### src/asce_pkg.sv
// Constants, register map and shared helpers of the serial control block.
// Assumes a 200 MHz aclk and an AXI4-Lite master with 32-bit data.
// How it works
// - Bit 7 set lets an empty transmit buffer raise the interrupt request.
// - Bit 6 set lets an idle transmitter raise the interrupt request.
// - Bit 5 set lets a full receive buffer raise the interrupt request.
// - Bit 4 set lets a detected idle line raise the interrupt request.
// - Bit 3 turns the transmitter on; it then owns the transmit pin.
// - Internal loopback releases the transmit pin even with the transmitter on.
// - In single-wire mode the direction bit decides drive or receive.
// - Turning the transmitter off then on queues one idle character.
// - The transmit pin is kept until data already in the shifter, queued idle or break finish.
// - Bit 2 turns the receiver on; off hands the receive pin back.
// - Bit 1 puts the receiver in standby awaiting its wakeup condition.
// - Wakeup is an idle line, or a character with its top bit set.
// - Software sets the standby bit; hardware clears it on wakeup.
// - Writing 1 then 0 to bit 0 queues one break character.
// - While bit 0 stays 1, break characters of all zeros keep coming.
// - A second break may be queued before software clears bit 0.
// - The control register is readable and writable at any time.
// - Loopback uses no pin; single-wire shares the transmit pin both ways.
// - The transmit buffer empty flag is set at reset and each time the shifter takes its data.
package asce_pkg;
  localparam int ADDR_W = 5;
  localparam int CNT_W  = 17;
  localparam logic [ADDR_W-1:0] OFS_CTL2  = 5'h00;
  localparam logic [ADDR_W-1:0] OFS_LINE  = 5'h04;
  localparam logic [ADDR_W-1:0] OFS_STAT  = 5'h08;
  localparam logic [ADDR_W-1:0] OFS_DATA  = 5'h0c;
  localparam logic [ADDR_W-1:0] OFS_BAUD  = 5'h10;
  localparam logic [ADDR_W-1:0] WORD_MASK = 5'h1c;
  localparam int XMIT_EMPTY_IRQ_ON = 7;
  localparam int XMIT_DONE_IRQ_ON  = 6;
  localparam int RCV_FULL_IRQ_ON   = 5;
  localparam int LINE_QUIET_IRQ_ON = 4;
  localparam int XMIT_ON           = 3;
  localparam int RCV_ON            = 2;
  localparam int RCV_SLEEP_REQUEST = 1;
  localparam int BREAK_QUEUE       = 0;
  localparam int INTERNAL_LOOP_SEL = 0;
  localparam int RCV_SOURCE_SEL    = 1;
  localparam int SINGLE_LINE_DIR   = 2;
  localparam int CHAR_LEN_SEL      = 3;
  localparam int WAKE_SEL          = 4;
  localparam logic [7:0]  CTL2_RESET = 8'h00;
  localparam logic [4:0]  LINE_RESET = 5'h00;
  localparam logic [12:0] BAUD_RESET = 13'h0004;
  localparam logic [1:0]  RESP_OKAY   = 2'h0;
  localparam logic [1:0]  RESP_SLVERR = 2'h2;
  localparam logic [3:0]  BITS_8 = 4'ha;
  localparam logic [3:0]  BITS_9 = 4'hb;

  // Bit times in one frame, also the idle-line length.
  function automatic logic [3:0] frame_bits(input logic char9);
    frame_bits = char9 ? BITS_9 : BITS_8;
  endfunction
endpackage

### src/asce_xmit.sv
// Transmit shifter: sends data, idle or break frames LSB first.
// Assumes the caller holds its start requests until the matching took pulse.
`timescale 1ns/1ps
module asce_xmit (
  input  wire logic                     aclk,
  input  wire logic                     aresetn,
  input  wire logic [asce_pkg::CNT_W-1:0] bit_cycles,
  input  wire logic                     char9,
  input  wire logic                     go_brk,
  input  wire logic                     go_idle,
  input  wire logic                     go_data,
  input  wire logic [8:0]               dat,
  output logic                          line,
  output logic                          busy,
  output logic                          took_brk,
  output logic                          took_idle,
  output logic                          took_data
);
  import asce_pkg::*;

  typedef struct packed {
    logic [10:0]      sh;
    logic [3:0]       left;
    logic [CNT_W-1:0] cnt;
    logic             busy;
    logic             line;
  } asce_xst_t;

  asce_xst_t s_reg, s_next;
  logic [10:0] frame;

  always_comb begin
    s_next    = s_reg;
    took_brk  = 1'b0;
    took_idle = 1'b0;
    took_data = 1'b0;
    frame     = 11'h7ff;
    if (!s_reg.busy) begin
      if (bit_cycles != '0 && (go_brk || go_idle || go_data)) begin
        if (go_brk) begin
          frame    = 11'h000;
          took_brk = 1'b1;
        end else if (go_idle) begin
          took_idle = 1'b1;
        end else begin
          frame     = {1'b1, char9 ? dat[8] : 1'b1, dat[7:0], 1'b0};
          took_data = 1'b1;
        end
        s_next.sh   = frame;
        s_next.line = frame[0];
        s_next.busy = 1'b1;
        s_next.left = frame_bits(char9) - 4'h1;
        s_next.cnt  = bit_cycles - 17'h1;
      end
    end else if (s_reg.cnt != '0) begin
      s_next.cnt = s_reg.cnt - 17'h1;
    end else if (s_reg.left == 4'h0) begin
      s_next.busy = 1'b0;
      s_next.line = 1'b1;
    end else begin
      s_next.sh   = {1'b1, s_reg.sh[10:1]};
      s_next.line = s_reg.sh[1];
      s_next.left = s_reg.left - 4'h1;
      s_next.cnt  = bit_cycles - 17'h1;
    end
  end

  always_ff @(posedge aclk) begin
    if (!aresetn) begin
      s_reg <= '{sh: 11'h7ff, left: 4'h0, cnt: '0, busy: 1'b0, line: 1'b1};
    end else begin
      s_reg <= s_next;
    end
  end

  assign line = s_reg.line;
  assign busy = s_reg.busy;
endmodule

### src/asce_top.sv
// Serial control block: control and line registers, receiver, pin steering.
// Assumes an AXI4-Lite master on aclk and GPIO logic that takes unowned pins.
//
// The address map and register access over AXI4-Lite are this design's own decisions.
`timescale 1ns/1ps
module asce_top (
  input  wire logic                      aclk,
  input  wire logic                      aresetn,
  input  wire logic [asce_pkg::ADDR_W-1:0] s_axi_awaddr,
  input  wire logic                      s_axi_awvalid,
  output logic                           s_axi_awready,
  input  wire logic [31:0]               s_axi_wdata,
  input  wire logic [3:0]                s_axi_wstrb,
  input  wire logic                      s_axi_wvalid,
  output logic                           s_axi_wready,
  output logic [1:0]                     s_axi_bresp,
  output logic                           s_axi_bvalid,
  input  wire logic                      s_axi_bready,
  input  wire logic [asce_pkg::ADDR_W-1:0] s_axi_araddr,
  input  wire logic                      s_axi_arvalid,
  output logic                           s_axi_arready,
  output logic [31:0]                    s_axi_rdata,
  output logic [1:0]                     s_axi_rresp,
  output logic                           s_axi_rvalid,
  input  wire logic                      s_axi_rready,
  input  wire logic                      xmit_pin_in,
  output logic                           xmit_pin_out,
  output logic                           xmit_pin_oe_n,
  output logic                           xmit_pin_own,
  input  wire logic                      rcv_pin_in,
  output logic                           rcv_pin_own,
  output logic                           irq
);
  import asce_pkg::*;

  typedef enum logic [2:0] {
    RX_WAIT  = 3'b001,
    RX_START = 3'b010,
    RX_DATA  = 3'b100
  } asce_rx_t;

  typedef struct packed {
    logic [7:0]        ctl;
    logic [4:0]        cfg;
    logic [12:0]       br;
    logic [8:0]        tbuf;
    logic              xmit_buf_empty_flag;
    logic              rcv_buf_full_flag;
    logic              idle;
    logic [8:0]        rdat;
    logic              brk_pend;
    logic              idle_pend;
    asce_rx_t          rst;
    logic [CNT_W-1:0]  rcnt;
    logic [3:0]        ridx;
    logic [8:0]        rsh;
    logic [CNT_W-1:0]  qcnt;
    logic [3:0]        qbits;
    logic              armed;
    logic              aw_have;
    logic [ADDR_W-1:0] awaddr;
    logic              w_have;
    logic [31:0]       wdata;
    logic [3:0]        wstrb;
    logic              bvalid;
    logic [1:0]        bresp;
    logic              rvalid;
    logic [31:0]       rdata;
    logic [1:0]        rresp;
  } asce_st_t;

  asce_st_t s_reg, s_next;

  logic             tx_line;
  logic             tx_busy;
  logic             took_brk;
  logic             took_idle;
  logic             took_data;
  logic             tc;
  logic             tx_own;
  logic             loop;
  logic             src;
  logic             rx_in;
  logic             rx_run;
  logic             char9;
  logic [CNT_W-1:0] bitc;
  logic             go_brk;

  assign char9  = s_reg.cfg[CHAR_LEN_SEL];
  assign bitc   = {s_reg.br, 4'h0};
  assign loop   = s_reg.cfg[INTERNAL_LOOP_SEL];
  assign src    = s_reg.cfg[RCV_SOURCE_SEL];
  assign go_brk = s_reg.brk_pend | s_reg.ctl[BREAK_QUEUE];

  asce_xmit u_xmit (
    .aclk      (aclk),
    .aresetn   (aresetn),
    .bit_cycles(bitc),
    .char9     (char9),
    .go_brk    (go_brk),
    .go_idle   (s_reg.idle_pend),
    .go_data   (s_reg.ctl[XMIT_ON] & ~s_reg.xmit_buf_empty_flag),
    .dat       (s_reg.tbuf),
    .line      (tx_line),
    .busy      (tx_busy),
    .took_brk  (took_brk),
    .took_idle (took_idle),
    .took_data (took_data)
  );

  // Transmitter stays in charge until everything it queued has gone out.
  assign tx_own = s_reg.ctl[XMIT_ON] | tx_busy | go_brk | s_reg.idle_pend;
  assign tc     = s_reg.xmit_buf_empty_flag & ~tx_busy & ~go_brk & ~s_reg.idle_pend;

  always_comb begin
    xmit_pin_own  = loop ? (src & (tx_own | s_reg.ctl[RCV_ON])) : tx_own;
    xmit_pin_oe_n = ~(tx_own & ~loop |
                      tx_own & loop & src & s_reg.cfg[SINGLE_LINE_DIR]);
    rx_in = loop ? (src ? xmit_pin_in : tx_line) : rcv_pin_in;
  end

  assign xmit_pin_out = tx_line;
  assign rcv_pin_own  = s_reg.ctl[RCV_ON] & ~loop;
  assign rx_run       = s_reg.ctl[RCV_ON] & (s_reg.br != 13'h0000);

  assign irq = (s_reg.ctl[XMIT_EMPTY_IRQ_ON] & s_reg.xmit_buf_empty_flag) |
               (s_reg.ctl[XMIT_DONE_IRQ_ON]  & tc)         |
               (s_reg.ctl[RCV_FULL_IRQ_ON]   & s_reg.rcv_buf_full_flag) |
               (s_reg.ctl[LINE_QUIET_IRQ_ON] & s_reg.idle);

  assign s_axi_awready = ~s_reg.aw_have & ~s_reg.bvalid;
  assign s_axi_wready  = ~s_reg.w_have & ~s_reg.bvalid;
  assign s_axi_arready = ~s_reg.rvalid;
  assign s_axi_bvalid  = s_reg.bvalid;
  assign s_axi_bresp   = s_reg.bresp;
  assign s_axi_rvalid  = s_reg.rvalid;
  assign s_axi_rdata   = s_reg.rdata;
  assign s_axi_rresp   = s_reg.rresp;

  always_comb begin
    logic [ADDR_W-1:0] wa;
    logic [ADDR_W-1:0] ra;
    logic [7:0]        newc;
    logic              rd_data;
    logic              char_done;
    logic              quiet;
    logic              wake_hit;
    wa        = s_reg.awaddr & WORD_MASK;
    ra        = s_axi_araddr & WORD_MASK;
    newc      = s_reg.ctl;
    rd_data   = 1'b0;
    char_done = 1'b0;
    quiet     = 1'b0;
    wake_hit  = 1'b0;
    s_next    = s_reg;

    if (s_axi_awvalid && s_axi_awready) begin
      s_next.aw_have = 1'b1;
      s_next.awaddr  = s_axi_awaddr;
    end
    if (s_axi_wvalid && s_axi_wready) begin
      s_next.w_have = 1'b1;
      s_next.wdata  = s_axi_wdata;
      s_next.wstrb  = s_axi_wstrb;
    end
    if (s_reg.bvalid && s_axi_bready) begin
      s_next.bvalid = 1'b0;
    end
    if (s_reg.aw_have && s_reg.w_have && !s_reg.bvalid) begin
      s_next.aw_have = 1'b0;
      s_next.w_have  = 1'b0;
      s_next.bvalid  = 1'b1;
      s_next.bresp   = RESP_OKAY;
      unique case (wa)
        OFS_CTL2: begin
          if (s_reg.wstrb[0]) begin
            newc = s_reg.wdata[7:0];
          end
        end
        OFS_LINE: begin
          if (s_reg.wstrb[0]) begin
            s_next.cfg = s_reg.wdata[4:0];
          end
        end
        OFS_STAT: begin
        end
        OFS_DATA: begin
          if (s_reg.wstrb[0]) begin
            s_next.tbuf = {s_reg.wstrb[1] & s_reg.wdata[8], s_reg.wdata[7:0]};
            s_next.xmit_buf_empty_flag = 1'b0;
          end
        end
        OFS_BAUD: begin
          if (s_reg.wstrb[0]) begin
            s_next.br[7:0] = s_reg.wdata[7:0];
          end
          if (s_reg.wstrb[1]) begin
            s_next.br[12:8] = s_reg.wdata[12:8];
          end
        end
        default: begin
          s_next.bresp = RESP_SLVERR;
        end
      endcase
    end
    s_next.ctl = newc;

    // Rising edges of the enable and the break bit queue idle and break frames.
    if (newc[XMIT_ON] && !s_reg.ctl[XMIT_ON]) begin
      s_next.idle_pend = 1'b1;
    end else if (took_idle) begin
      s_next.idle_pend = 1'b0;
    end
    if (newc[BREAK_QUEUE] && !s_reg.ctl[BREAK_QUEUE]) begin
      s_next.brk_pend = 1'b1;
    end else if (took_brk) begin
      s_next.brk_pend = 1'b0;
    end
    if (took_data) begin
      s_next.xmit_buf_empty_flag = 1'b1;
    end

    if (s_reg.rvalid && s_axi_rready) begin
      s_next.rvalid = 1'b0;
    end
    if (s_axi_arvalid && s_axi_arready) begin
      s_next.rvalid = 1'b1;
      s_next.rresp  = RESP_OKAY;
      s_next.rdata  = 32'h0000_0000;
      unique case (ra)
        OFS_CTL2: s_next.rdata[7:0] = s_reg.ctl;
        OFS_LINE: s_next.rdata[4:0] = s_reg.cfg;
        OFS_STAT: s_next.rdata[7:4] = {s_reg.xmit_buf_empty_flag, tc, s_reg.rcv_buf_full_flag, s_reg.idle};
        OFS_DATA: begin
          s_next.rdata[8:0] = s_reg.rdat;
          rd_data           = 1'b1;
        end
        OFS_BAUD: s_next.rdata[12:0] = s_reg.br;
        default: s_next.rresp = RESP_SLVERR;
      endcase
    end

    unique case (s_reg.rst)
      RX_WAIT: begin
        if (rx_run && !rx_in) begin
          s_next.rst  = RX_START;
          s_next.rcnt = bitc >> 1;
        end
      end
      RX_START: begin
        if (s_reg.rcnt != '0) begin
          s_next.rcnt = s_reg.rcnt - 17'h1;
        end else if (rx_in) begin
          s_next.rst = RX_WAIT;
        end else begin
          s_next.rst  = RX_DATA;
          s_next.rcnt = bitc - 17'h1;
          s_next.ridx = 4'h0;
        end
      end
      RX_DATA: begin
        if (s_reg.rcnt != '0) begin
          s_next.rcnt = s_reg.rcnt - 17'h1;
        end else begin
          s_next.rcnt = bitc - 17'h1;
          if (s_reg.ridx == frame_bits(char9) - 4'h2) begin
            char_done  = 1'b1;
            s_next.rst = RX_WAIT;
          end else begin
            s_next.rsh  = {rx_in, s_reg.rsh[8:1]};
            s_next.ridx = s_reg.ridx + 4'h1;
          end
        end
      end
    endcase
    if (!rx_run) begin
      s_next.rst = RX_WAIT;
    end

    // Idle line: a full frame of high bit times after a received character.
    if (s_reg.rst != RX_WAIT || !rx_in || !rx_run) begin
      s_next.qcnt  = bitc - 17'h1;
      s_next.qbits = 4'h0;
    end else if (s_reg.qcnt != '0) begin
      s_next.qcnt = s_reg.qcnt - 17'h1;
    end else begin
      s_next.qcnt  = bitc - 17'h1;
      s_next.qbits = s_reg.qbits + 4'h1;
      quiet = s_reg.armed && (s_reg.qbits + 4'h1 == frame_bits(char9));
    end

    if (rd_data) begin
      s_next.rcv_buf_full_flag = 1'b0;
      s_next.idle = 1'b0;
    end
    if (quiet) begin
      s_next.armed = 1'b0;
      if (!s_reg.ctl[RCV_SLEEP_REQUEST]) begin
        s_next.idle = 1'b1;
      end else if (!s_reg.cfg[WAKE_SEL]) begin
        wake_hit = 1'b1;
      end
    end
    if (char_done) begin
      s_next.armed = 1'b1;
      if (s_reg.ctl[RCV_SLEEP_REQUEST] && s_reg.cfg[WAKE_SEL] && s_reg.rsh[8]) begin
        wake_hit = 1'b1;
      end
      if (!s_reg.ctl[RCV_SLEEP_REQUEST] || wake_hit) begin
        s_next.rcv_buf_full_flag = 1'b1;
        s_next.rdat = char9 ? s_reg.rsh : {1'b0, s_reg.rsh[8:1]};
      end
    end
    // A software change of the standby bit in the same cycle wins over wakeup.
    if (wake_hit && newc[RCV_SLEEP_REQUEST] == s_reg.ctl[RCV_SLEEP_REQUEST]) begin
      s_next.ctl[RCV_SLEEP_REQUEST] = 1'b0;
    end
  end

  always_ff @(posedge aclk) begin
    if (!aresetn) begin
      s_reg          <= '0;
      s_reg.ctl      <= CTL2_RESET;
      s_reg.cfg      <= LINE_RESET;
      s_reg.br       <= BAUD_RESET;
      s_reg.xmit_buf_empty_flag     <= 1'b1;
      s_reg.rst      <= RX_WAIT;
    end else begin
      s_reg <= s_next;
    end
  end
endmodule

### config.mk
export PLATFORM = sky130hd
export DESIGN_NAME = asce_top
export DESIGN_NICKNAME = d
export VERILOG_FILES = /design/src/asce_pkg.sv /design/src/asce_xmit.sv /design/src/asce_top.sv
export SDC_FILE = /design/constraint.sdc
export NUM_CORES = 1
export LEC_CHECK = 0
export BUFFER_PORTS_ARGS = -buffer_cell sky130_fd_sc_hd__buf_2
export CELL_PAD_IN_SITES_DETAIL_PLACEMENT = 1
export CELL_PAD_IN_SITES_GLOBAL_PLACEMENT = 2
export CORE_ASPECT_RATIO = 1.5
export CORE_MARGIN = 10
export CORE_UTILIZATION = 32
export CTS_CLUSTER_DIAMETER = 80
export DETAILED_ROUTE_END_ITERATION = 7
export GPL_TIMING_DRIVEN = 0
export PLACE_DENSITY = 0.73
export SLEW_MARGIN = 20
export SYNTH_ARGS = -nofsm -noshare
export SYNTH_HDL_FRONTEND = slang
export SYNTH_SLANG_ARGS = --single-unit
### constraint.sdc
create_clock -name aclk -period 2.29 [get_ports aclk]
set_input_delay 0.1145 -clock aclk [delete_from_list [all_inputs] [get_ports aclk]]
set_output_delay 0.1145 -clock aclk [all_outputs]
set_load 0.02 [all_outputs]
== Yosys cells after proc, flatten, opt, wreduce, memory -nomap -nowiden ==
Index checks and enable logic that the tools add are counted.

* Bits in registers: 179
* Bits of input ports: 55
* Output and inout bits: 46
* Word-level logic and storage cells: 251

* Add/sub/neg operators: 9
* Equal/unequal tests: 25
* Multiplexer cells: 81
* Bitwise operators: 40
* Reductions and logical operators: 61

{| class="wikitable"
|+ Operators with widths
! kind !! count
|-
| $mux W17 || 4
|-
| $mux W34 || 2
|-
| $reduce_bool A17 Y1 || 4
|-
| $sub A17 B1 Y17 const B || 4
|-
| $pmux W20 S3 || 1
|-
| $mux W1 || 43
|-
| $mux W21 || 2
|-
| $mux W35 || 1
|-
| $mux W32 || 1
|-
| $mux W13 || 2
|-
| $mux W4 || 6
|-
| $reduce_and A3 Y1 || 7
|-
| $mux W20 || 1
|-
| $and A1 B1 Y1 || 18
|-
| $ne A2 B2 Y1 const B || 8
|-
| $pmux W4 S4 || 1
|-
| $eq A3 B2 Y1 const B || 5
|-
| $logic_and A1 B1 Y1 || 15
|-
| $mux W15 || 1
|-
| $mux W3 || 5
|-
| $reduce_bool A2 Y1 || 7
|-
| $not A1 Y1 || 13
|-
| $reduce_bool A13 Y1 || 1
|-
| $pmux W3 S4 || 1
|-
| other kinds (26) || 63
|}

== Logic depth before layout (Yosys ltp) ==
Gate-level depths: netlist of the first run.

* Depth in word-level cells: 12
* Mapped depth: 10
* Mapped depth without buffers: 7

== Hierarchy ==
A second synthesis of the first run with hierarchy kept.

* Cell total of the unflattened synthesis: 1147
* Area total of the unflattened synthesis: 9542.9 um^2

{| class="wikitable"
|+ Modules (own cells, without submodules)
! module !! times used !! cells an instance !! area an instance (um^2) !! seq. area each (um^2)
|-
| asce_top || 1 || 865 || 7282.0 || 2822.7
|-
| asce_xmit || 1 || 282 || 2260.9 || 660.6
|}

== Worst setup path after synthesis of the first run ==
No wires, ideal clock.

* Path type: flip-flop to flip-flop
* Start point: register u_xmit.s_reg[2] (netlist name)
* End point: register u_xmit.s_reg[4] (netlist name)
* Setup time: 0.115 ns
* Data arrival time: 2.245 ns
* Data required time: 2.175 ns
* Slack: -0.069 ns
* Stages on the path, launching flop included: 9
* Buffers on the path: 1
* Clock period less this slack: 2.359 ns
* Path through: dfxtp_1 -> inv_1 -> ha_1 -> or4b_4 -> or4_1 -> buf_4 -> o21ai_4 -> mux2_2 -> o21a_1

* Longest elaborated chain between the ends: 3
* Elaborated cells on any way between the ends: 6
* Classes of those cells: 1 x add/sub; 1 x eq/ne; 2 x mux; 2 x reduce/logical

{| class="wikitable"
|+ Ends and longest elaborated chain
! item !! RTL line !! source
|-
| from (decl) || asce_xmit.sv:29 || <nowiki>asce_xst_t s_reg, s_next;</nowiki>
|-
| from (signal assigned) || asce_xmit.sv:70 || <nowiki>s_reg <= '{sh: 11'h7ff, left: 4'h0, cnt: '0, busy: 1'b0, line: 1'b1};</nowiki>
|-
| from (signal assigned) || asce_xmit.sv:72 || <nowiki>s_reg <= s_next;</nowiki>
|-
| $sub A17 B1 Y17 / $reduce_bool A17 Y1 (equally long branches) || asce_xmit.sv:56, asce_xmit.sv:55 ||
|-
| $mux W17 / $ne A3 B3 Y1 (equally long branches) || - ||
|-
| $mux W34 / $reduce_and A2 Y1 (equally long branches) || - ||
|}

Parallel ways exist; a longest one is shown, timed or not.
A chain may end at the register's enable or synchronous reset.

== Worst setup path after layout of the first run ==
* Start point: register u_xmit.s_reg[3] (netlist name)
* End point: register u_xmit.s_reg[4] (netlist name)

The elaborated chain is that of the path after synthesis.

==> reports/qor_table.md, run 1 <==
| Stage | Quantity | Reported |
| --- | --- | --- |
| route | Count of routing violations after the opening detailed-route iteration | 384 |
| cells and area | Number of nets in the layout | 1336 |
| critical path | Largest delay share family, worst path | simple AND/OR/NAND/NOR gates |
| die | Die Outline Area | 36820 um2 |
| cts | CTS tree | done |
| status | Run status | finished with violations |
| synth | Simple-gate share of the synthesized area | 22.97% |
| power and ir drop | Clock power frac | 45.7% |
| power and ir drop | Switching share of power | 25.88% |
| synth | Multiplexer area fraction after synthesis | 8.135% |
| job | Max-capacitance violation count | 0 |
| critical path | Max Fanout on Critical Path | 8 |
| critical path | Cell Chain, Critical Path | inv_2, ha_4, or4b_4, or4_4, o21ai_4, buf_12, mux2_4, o21a_1 |
| synth | Top cells by area in the synthesized netlist | dfxtp_1 (37%), mux2i_1 (6.7%), nor2_1 (4.6%) |
| route | Vias after detailed routing | 9140 |
| critical path | Combined buffer and inverter count along the critical path | 2 |
| global routing | Met2 layer usage reported by global route | 36.59% |
| route | Routed via count divided by cell count | 5.463 |
| place | Port bufs | 52 |
| cells and area | Area added between synthesis and finish | 27.26% |
| sta | Pin slew with the least headroom to its limit | 1083 ps |
| die | Chip width | 160.0 um |
| critical path | Critical path required time | 2640 ps |
| synth | Area fraction in compound gates after synthesis | 19.59% |
| sta | Highest clock frequency the design can meet | 418.0 MHz |
| cts | Root cell of the clock tree | clkbuf_16 |
| cts | Clock Latency Late Sink | 460 ps |
| route | Number of iterations in the first detailed-routing pass | 5 |
| global routing | Initial antenna violation count | 0 |
| critical path | Crit path arrival time | 2740 ps |
| synth | Fraction of synthesis flops using an asynchronous set or reset pin | 0% |
| place | Post-place setup slack | -1031 ps |
| sta | Final Slew Violations | 0 |
| hold path | Type of the tightest min-delay check | in2reg |
| synth | Adder-Cell Fraction of Synth Area | 1.462% |
| route | DRC errors left | 0 |
| global routing | Fraction of met1 tracks used by global routing | 20.96% |
| cts | H-tree levels | 4 |
| global routing | Pin count of the biggest net entering global routing | 17 |
| power and ir drop | Design internal power | 4.986 mW |
| critical path | CP peak stage delay | 500 ps |
| place | Routability Congestion | 0.8524 |
| synth | Area share of the largest cell type after synthesis | 37.01% |
| power and ir drop | Net switching component of the power | 1.741 mW |
| die | Initial cell density of the core | 32.56% |
| die | Core outline area | 28910 um2 |
| power and ir drop | Total power consumption of the routed design | 6.727 mW |
| synth | Cell Area, Synth | 9413 um2 |
| sta | Minimum clock period | 2393 ps |
| route | ANT nets after route | 0 |
| die | Number of primary I/O pins | 101 |
| cts | Clock transition time at the flip-flop clock pins of the worst setup and hold paths | 70 ps |
| global routing | Fraction of met3 tracks used by global routing | 2.557% |
| critical path | Critical path start-end classification | reg2reg |
| global routing | GRT Residual Overflow | 0 |
| power and ir drop | Proportion of power drawn by flip-flops and latches | 46.4% |
| sta | RSZ-0062 raised after global routing | true |
| synth | Gate count of the mapped netlist | 1125 |
| global routing | Via count of the first global-routing pass | 9789 |
| route | Routed wirelength normalized by instance count | 22.24 um |
| die | Number of cell rows | 76 |
| synth | Library cell with the highest instance count after synthesis | dfxtp_1 |
| synth | Synth Flop Type | dfxtp_1 |
| synth | Proportion of synthesized chip area in sequential cells | 37.01% |
| route | Final wirelength | 37210 um |
| power and ir drop | Ratio of total power to cell area | 561.6 nW/um2 |
| sta | Headroom to the max-slew limit | 27.64% |
| synth | Dominant combinational cell family by area after synthesis | simple AND/OR/NAND/NOR gates |
| power and ir drop | Comb power frac | 7.9% |
| synth | EDFF count, synth | 0 |
| global routing | Wire length of the first global-routing pass | 57280 um |
| cells and area | Filler instances | 3502 |
| synth | XOR/XNOR Fraction of Synth Area | 3.350% |
| synth | Post-synthesis average cell area | 8.367 um2 |
| critical path | Slowest cell on crit path | or4b_4 |
| cts | Num CTS Buffers | 17 |
| synth | Distinct cell type count after synthesis | 80 |
| sta | Final worst clock skew | 14.09 ps |
| status | Violations in the final reports | setup timing |
| cells and area | Fraction of final layout cells with drive strength greater than 1 | 23.93% |
| synth | #FFs+latches synth | 174 |
| sta | Setup violations, final | 21 |
| die | Die boundary height | 230.1 um |
| critical path | Nature of the critical path startpoint | flip-flop |
| power and ir drop | Leakage | 4.792 nW |
| sta | Crit path setup slack, layout | -102.6 ps |
| place | Placed insts | 1587 |
| critical path | Element type at the critical path end | flip-flop |
| global routing | Total routing usage reported by global routing | 19.85% |
| cells and area | Antenna diode instance count | 0 |
| global routing | Global routing's busiest layer | met2 |
| synth | Cell taking the most area after synthesis | dfxtp_1 |
| sta | Fin crit share | 104.5% |
| cts | Maximum clock path buffer count | 2 |
| cells and area | Number of flip-flops under the largest register name | 109 |
| synth | Synthesis Warnings | 0 |
| sta | Hold Violations, Final | 0 |
| cells and area | Post-route non-filler standard cell count | 1673 |
| synth | Synth cell count leaders | dfxtp_1 (174), nor2_1 (115), nand2_1 (109) |
| place | Detailed-placement wirelength estimate | 26880 um |
| power and ir drop | Peak supply drop | 0.5470 mV |
| cts | CTS sink cnt | 174 |
through the flow:
stage | utilization [%] | setup TNS, ps | cell area (um2) | hold slack, ps
4_1_cts | 40.48 | -2344 | 11700 | 24.96
2_1_floorplan | - | -47.17 | 9505 | 213.5
3_3_place_gp | 35.47 | -62580 | 10250 | 303.5
6_report | 41.44 | -629.8 | 11980 | 39.34
5_1_grt | 41.44 | -2901 | 11980 | 65.03
3_5_place_dp | 35.47 | -63060 | 10250 | 312.7
tightest hold or removal path: stages:
cell	delay (ps)
clkbuf_1	140
nand2_1	140
a211oi_1	60
power by group through the flow:
stage	Sequential (mW)	Combinational, mW	Clock (mW)
floorplan	3.18	0.324	0
global placement	3.20	0.484	0
detailed placement	3.20	0.486	0
CTS	3.12	0.528	3.14
global route	3.13	0.583	3.25
finish	3.12	0.530	3.07
cell type report:
cell class | count | area, um2 | area share (%)
Sequential cell | 174 | 3510 | 29.30
Inverter | 25 | 103.9 | 0.8669
Timing Repair Buffer | 114 | 815.8 | 6.810
Buffer | 105 | 673.1 | 5.619
Clock inverter | 14 | 165.2 | 1.379
Tap cell | 390 | 488.0 | 4.074
Clock buffer | 18 | 429.2 | 3.583
Multi-Input combinational cell | 833 | 5794 | 48.37
path summary, 6_finish.rpt:
| path | start | to | slack (ps) | depth (start not counted) |
|---|---|---|---|---|
| setup / recovery | u_xmit.s_reg[3]$_SDFFE_PN0P_ | u_xmit.s_reg[4]$_SDFFE_PN0P_ | -100 | 8 |
| hold / removal | aresetn | s_reg[134]$_SDFFE_PN0P_ | 40 | 3 |
| setup reg to reg | u_xmit.s_reg[3]$_SDFFE_PN0P_ | u_xmit.s_reg[4]$_SDFFE_PN0P_ | -100 | 8 |
| hold reg to reg | s_reg[54]$_SDFFE_PN0P_ | s_reg[54]$_SDFFE_PN0P_ | 460 | 2 |
metal layers:
| metal | part of all wire (%) | vias to the layer above | routed length (um) |
|---|---|---|---|
| met5 | 0 | - | 0 |
| met4 | 5.5 | 0 | 2061 |
| met3 | 2.5 | 95 | 946 |
| met2 | 53 | 180 | 19600 |
| met1 | 39 | 4532 | 14600 |
| li1 | - | 4333 | - |
logic make-up (layout without fill, tap and decap cells):
family / count (synthesis) / in the layout
simple gates: 424 / 425
compound gates: 265 / 265
flops: 174 / 174
buf+inv: 139 / 276
mux: 75 / 75
xor+xnor: 36 / 36
fa+ha+maj: 11 / 11
other cells: 1 / 21
cell usage in the layout (no fill, tap or decap), types with 7 or more instances in the layout:
cell	instances
a21oi_1	66
dlygate4sd3_1	21
xnor2_1	20
nand3_1	36
nand2_1	108
buf_6	16
or3_1	13
xor2_1	13
a311oi_1	7
a22oi_1	7
nor3_1	27
o21ai_1	7
mux2_2	11
conb_1	21
o221a_2	7
clkbuf_1	39
mux2i_1	62
a31oi_1	14
o211a_1	9
buf_4	70
nor4_4	7
nor4_1	8
nand2b_1	8
inv_1	20
nand4_1	16
dfxtp_1	163
or4_1	8
buf_2	60
and3_1	9
o211ai_1	13
clkbuf_16	18
and2_1	10
ha_1	8
a211oi_1	24
o21ai_0	28
nor2_1	111
timing repair:
action | in CTS | in global routing
resized for setup | 113 | 67
endpoints found under the hold margin | 20 | 0
setup buffers | 29 | 6
hold buffers | 21 | 0
pin swaps | 31 | 20
setup endpoints to repair | 103 | 91
cloned | 5 | 2
Note: power is estimated with default switching activity, not from simulation.
==> run 2: changes to the inputs <==
--- a/config.mk
+++ b/config.mk
@@ -15,6 +15,7 @@
 export DETAILED_ROUTE_END_ITERATION = 7
 export GPL_TIMING_DRIVEN = 0
 export PLACE_DENSITY = 0.73
+export SETUP_SLACK_MARGIN = 0.4
 export SLEW_MARGIN = 20
 export SYNTH_ARGS = -nofsm -noshare
 export SYNTH_HDL_FRONTEND = slang
==> reports/qor_table.md, run 2 (synthesis results as in run 1) <==
| Stage | Quantity | Reported |
| --- | --- | --- |
| status | Run status | finished with violations |
| status | Violations in the final reports | setup timing |
| die | Core outline area | 28910 um2 |
| route | DRC errors left | 0 |
| power and ir drop | Total power consumption of the routed design | 6.697 mW |
| die | Chip width | 160.0 um |
| critical path | Critical path start-end classification | reg2reg |
| sta | Fin crit share | 108.2% |
| cells and area | Number of flip-flops under the largest register name | 109 |
| route | ANT nets after route | 0 |
| cells and area | Number of nets in the layout | 1388 |
| critical path | Nature of the critical path startpoint | flip-flop |
| sta | RSZ-0062 raised after global routing | true |
| global routing | Wire length of the first global-routing pass | 57830 um |
| critical path | Combined buffer and inverter count along the critical path | 3 |
| cells and area | Antenna diode instance count | 0 |
| sta | Crit path setup slack, layout | -187.2 ps |
| die | Number of primary I/O pins | 101 |
| power and ir drop | Leakage | 5.224 nW |
| sta | Pin slew with the least headroom to its limit | 1173 ps |
| critical path | Cell Chain, Critical Path | inv_4, ha_4, or4b_4, or4_4, buf_8, o21ai_4, buf_8, a21oi_2, o31a_1 |
| cells and area | Highest-count cells in the layout ignoring fill and taps | dfxtp_1 (151), nor2_1 (108), nand2_1 (99) |
| critical path | CP peak stage delay | 500 ps |
| cells and area | Filler instances | 3403 |
| cts | Root cell of the clock tree | clkbuf_16 |
| global routing | Total routing usage reported by global routing | 20.12% |
| route | Routed via count divided by cell count | 5.475 |
| power and ir drop | Ratio of total power to cell area | 511.6 nW/um2 |
| route | Count of routing violations after the opening detailed-route iteration | 493 |
| place | Detailed-placement wirelength estimate | 26300 um |
| sta | Headroom to the max-slew limit | 21.77% |
| hold path | Type of the tightest min-delay check | in2reg |
| global routing | Pin count of the biggest net entering global routing | 17 |
| critical path | Slowest cell on crit path | or4b_4 |
| cells and area | Fraction of final layout cells with drive strength greater than 1 | 33.48% |
| sta | Final worst clock skew | 10.55 ps |
| global routing | Via count of the first global-routing pass | 9842 |
| critical path | Most frequent cell on the critical path | buf_8 |
| critical path | Element type at the critical path end | flip-flop |
| sta | Hold Violations, Final | 0 |
| global routing | Initial antenna violation count | 0 |
| cts | Clock transition time at the flip-flop clock pins of the worst setup and hold paths | 70 ps |
| die | Number of cell rows | 76 |
| route | Vias after detailed routing | 9445 |
| critical path | Max Fanout on Critical Path | 8 |
| job | Max-capacitance violation count | 0 |
| route | Number of iterations in the first detailed-routing pass | 5 |
| sta | Setup violations, final | 49 |
| route | Final wirelength | 38190 um |
| cts | CTS tree | done |
| global routing | GRT Residual Overflow | 0 |
| critical path | Critical path required time | 2640 ps |
| sta | Highest clock frequency the design can meet | 403.7 MHz |
| cts | CTS sink cnt | 174 |
| place | Post-place setup slack | -455.6 ps |
| cts | H-tree levels | 4 |
| cells and area | Most common library cell in the layout ignoring fill and taps | dfxtp_1 |
| cts | Num CTS Buffers | 17 |
| cts | Clock Latency Late Sink | 460 ps |
| route | Routed wirelength normalized by instance count | 22.14 um |
| critical path | Largest delay share family, worst path | simple AND/OR/NAND/NOR gates |
| cts | Maximum clock path buffer count | 2 |
| die | Die Outline Area | 36820 um2 |
| critical path | Crit path arrival time | 2830 ps |
| power and ir drop | Peak supply drop | 0.5719 mV |
| cells and area | Area added between synthesis and finish | 39.07% |
| place | Port bufs | 52 |
| die | Initial cell density of the core | 32.56% |
| place | Routability Congestion | 0.8473 |
| sta | Minimum clock period | 2477 ps |
| sta | Final Slew Violations | 0 |
| die | Die boundary height | 230.1 um |
[run 2: metal layers]
layer / global-route usage (%) / share of wire [%]
met5: 0 / 0
met4: 12.14 / 5.2
met2: 37.12 / 54
met3: 2.378 / 2.5
met1: 21.34 / 39
[run 2: area by class of cell]
type	instances	area, um2	share of cell area, %
plain buffers	114	813.3	6.213
clock buffers	21	450.4	3.441
clock inverters	11	130.1	0.9941
inverters	25	110.1	0.8411
multi-input cells	833	6291	48.06
flip-flops and latches	174	3525	26.93
well taps	390	488.0	3.728
repair buffers	157	1282	9.797
[run 2: timing repair]
action	CTS	global route
gates resized for setup	193	74
gates cloned	4	1
hold buffers	21	0
pin swaps	52	31
endpoints found under the setup margin	130	113
setup buffers	55	25
hold endpoints to repair	20	0
[run 2: power breakdown]
part / total, mW / internal, mW / leakage (nW) / switching (mW)
Sequential: 3.13 / 3.07 / 1.42 / 0.0569
Combinational: 0.562 / 0.217 / 3.52 / 0.344
Clock: 3.01 / 1.65 / 0.283 / 1.36
Total: 6.70 / 4.94 / 5.22 / 1.76
[run 2: worst reg2reg max path, cell delays in order, from the launching register on]
cell and delay (ps):
dfxtp_4 350, inv_4 60, ha_4 120, or4b_4 500, or4_4 440, buf_8 150
o21ai_4 250, buf_8 200, a21oi_2 60, o31a_1 230
[run 2: through the flow]
stage	util [%]	instance area, um2	cells	hold slack [ps]	setup TNS, ps
floorplan	-	9761	1145	213.5	-47.91
global placement	36.35	10510	1587	306.2	-13540
detailed placement	36.35	10510	1587	315.3	-15700
CTS	43.45	12560	1699	28.05	-2891
global route	45.28	13090	1725	65.75	-7700
finish	45.28	13090	1725	46.47	-5012
[run 2: final timing paths]
path	depth (start not counted)	to	start	slack, ps
max reg2reg	9	u_xmit.s_reg[19]$_SDFFE_PN0P_	u_xmit.s_reg[2]$_SDFFE_PN0P_	-190
max	9	u_xmit.s_reg[19]$_SDFFE_PN0P_	u_xmit.s_reg[2]$_SDFFE_PN0P_	-190
min	3	s_reg[134]$_SDFFE_PN0P_	aresetn	50
min reg2reg	2	s_reg[53]$_SDFFE_PN0P_	s_reg[53]$_SDFFE_PN0P_	460
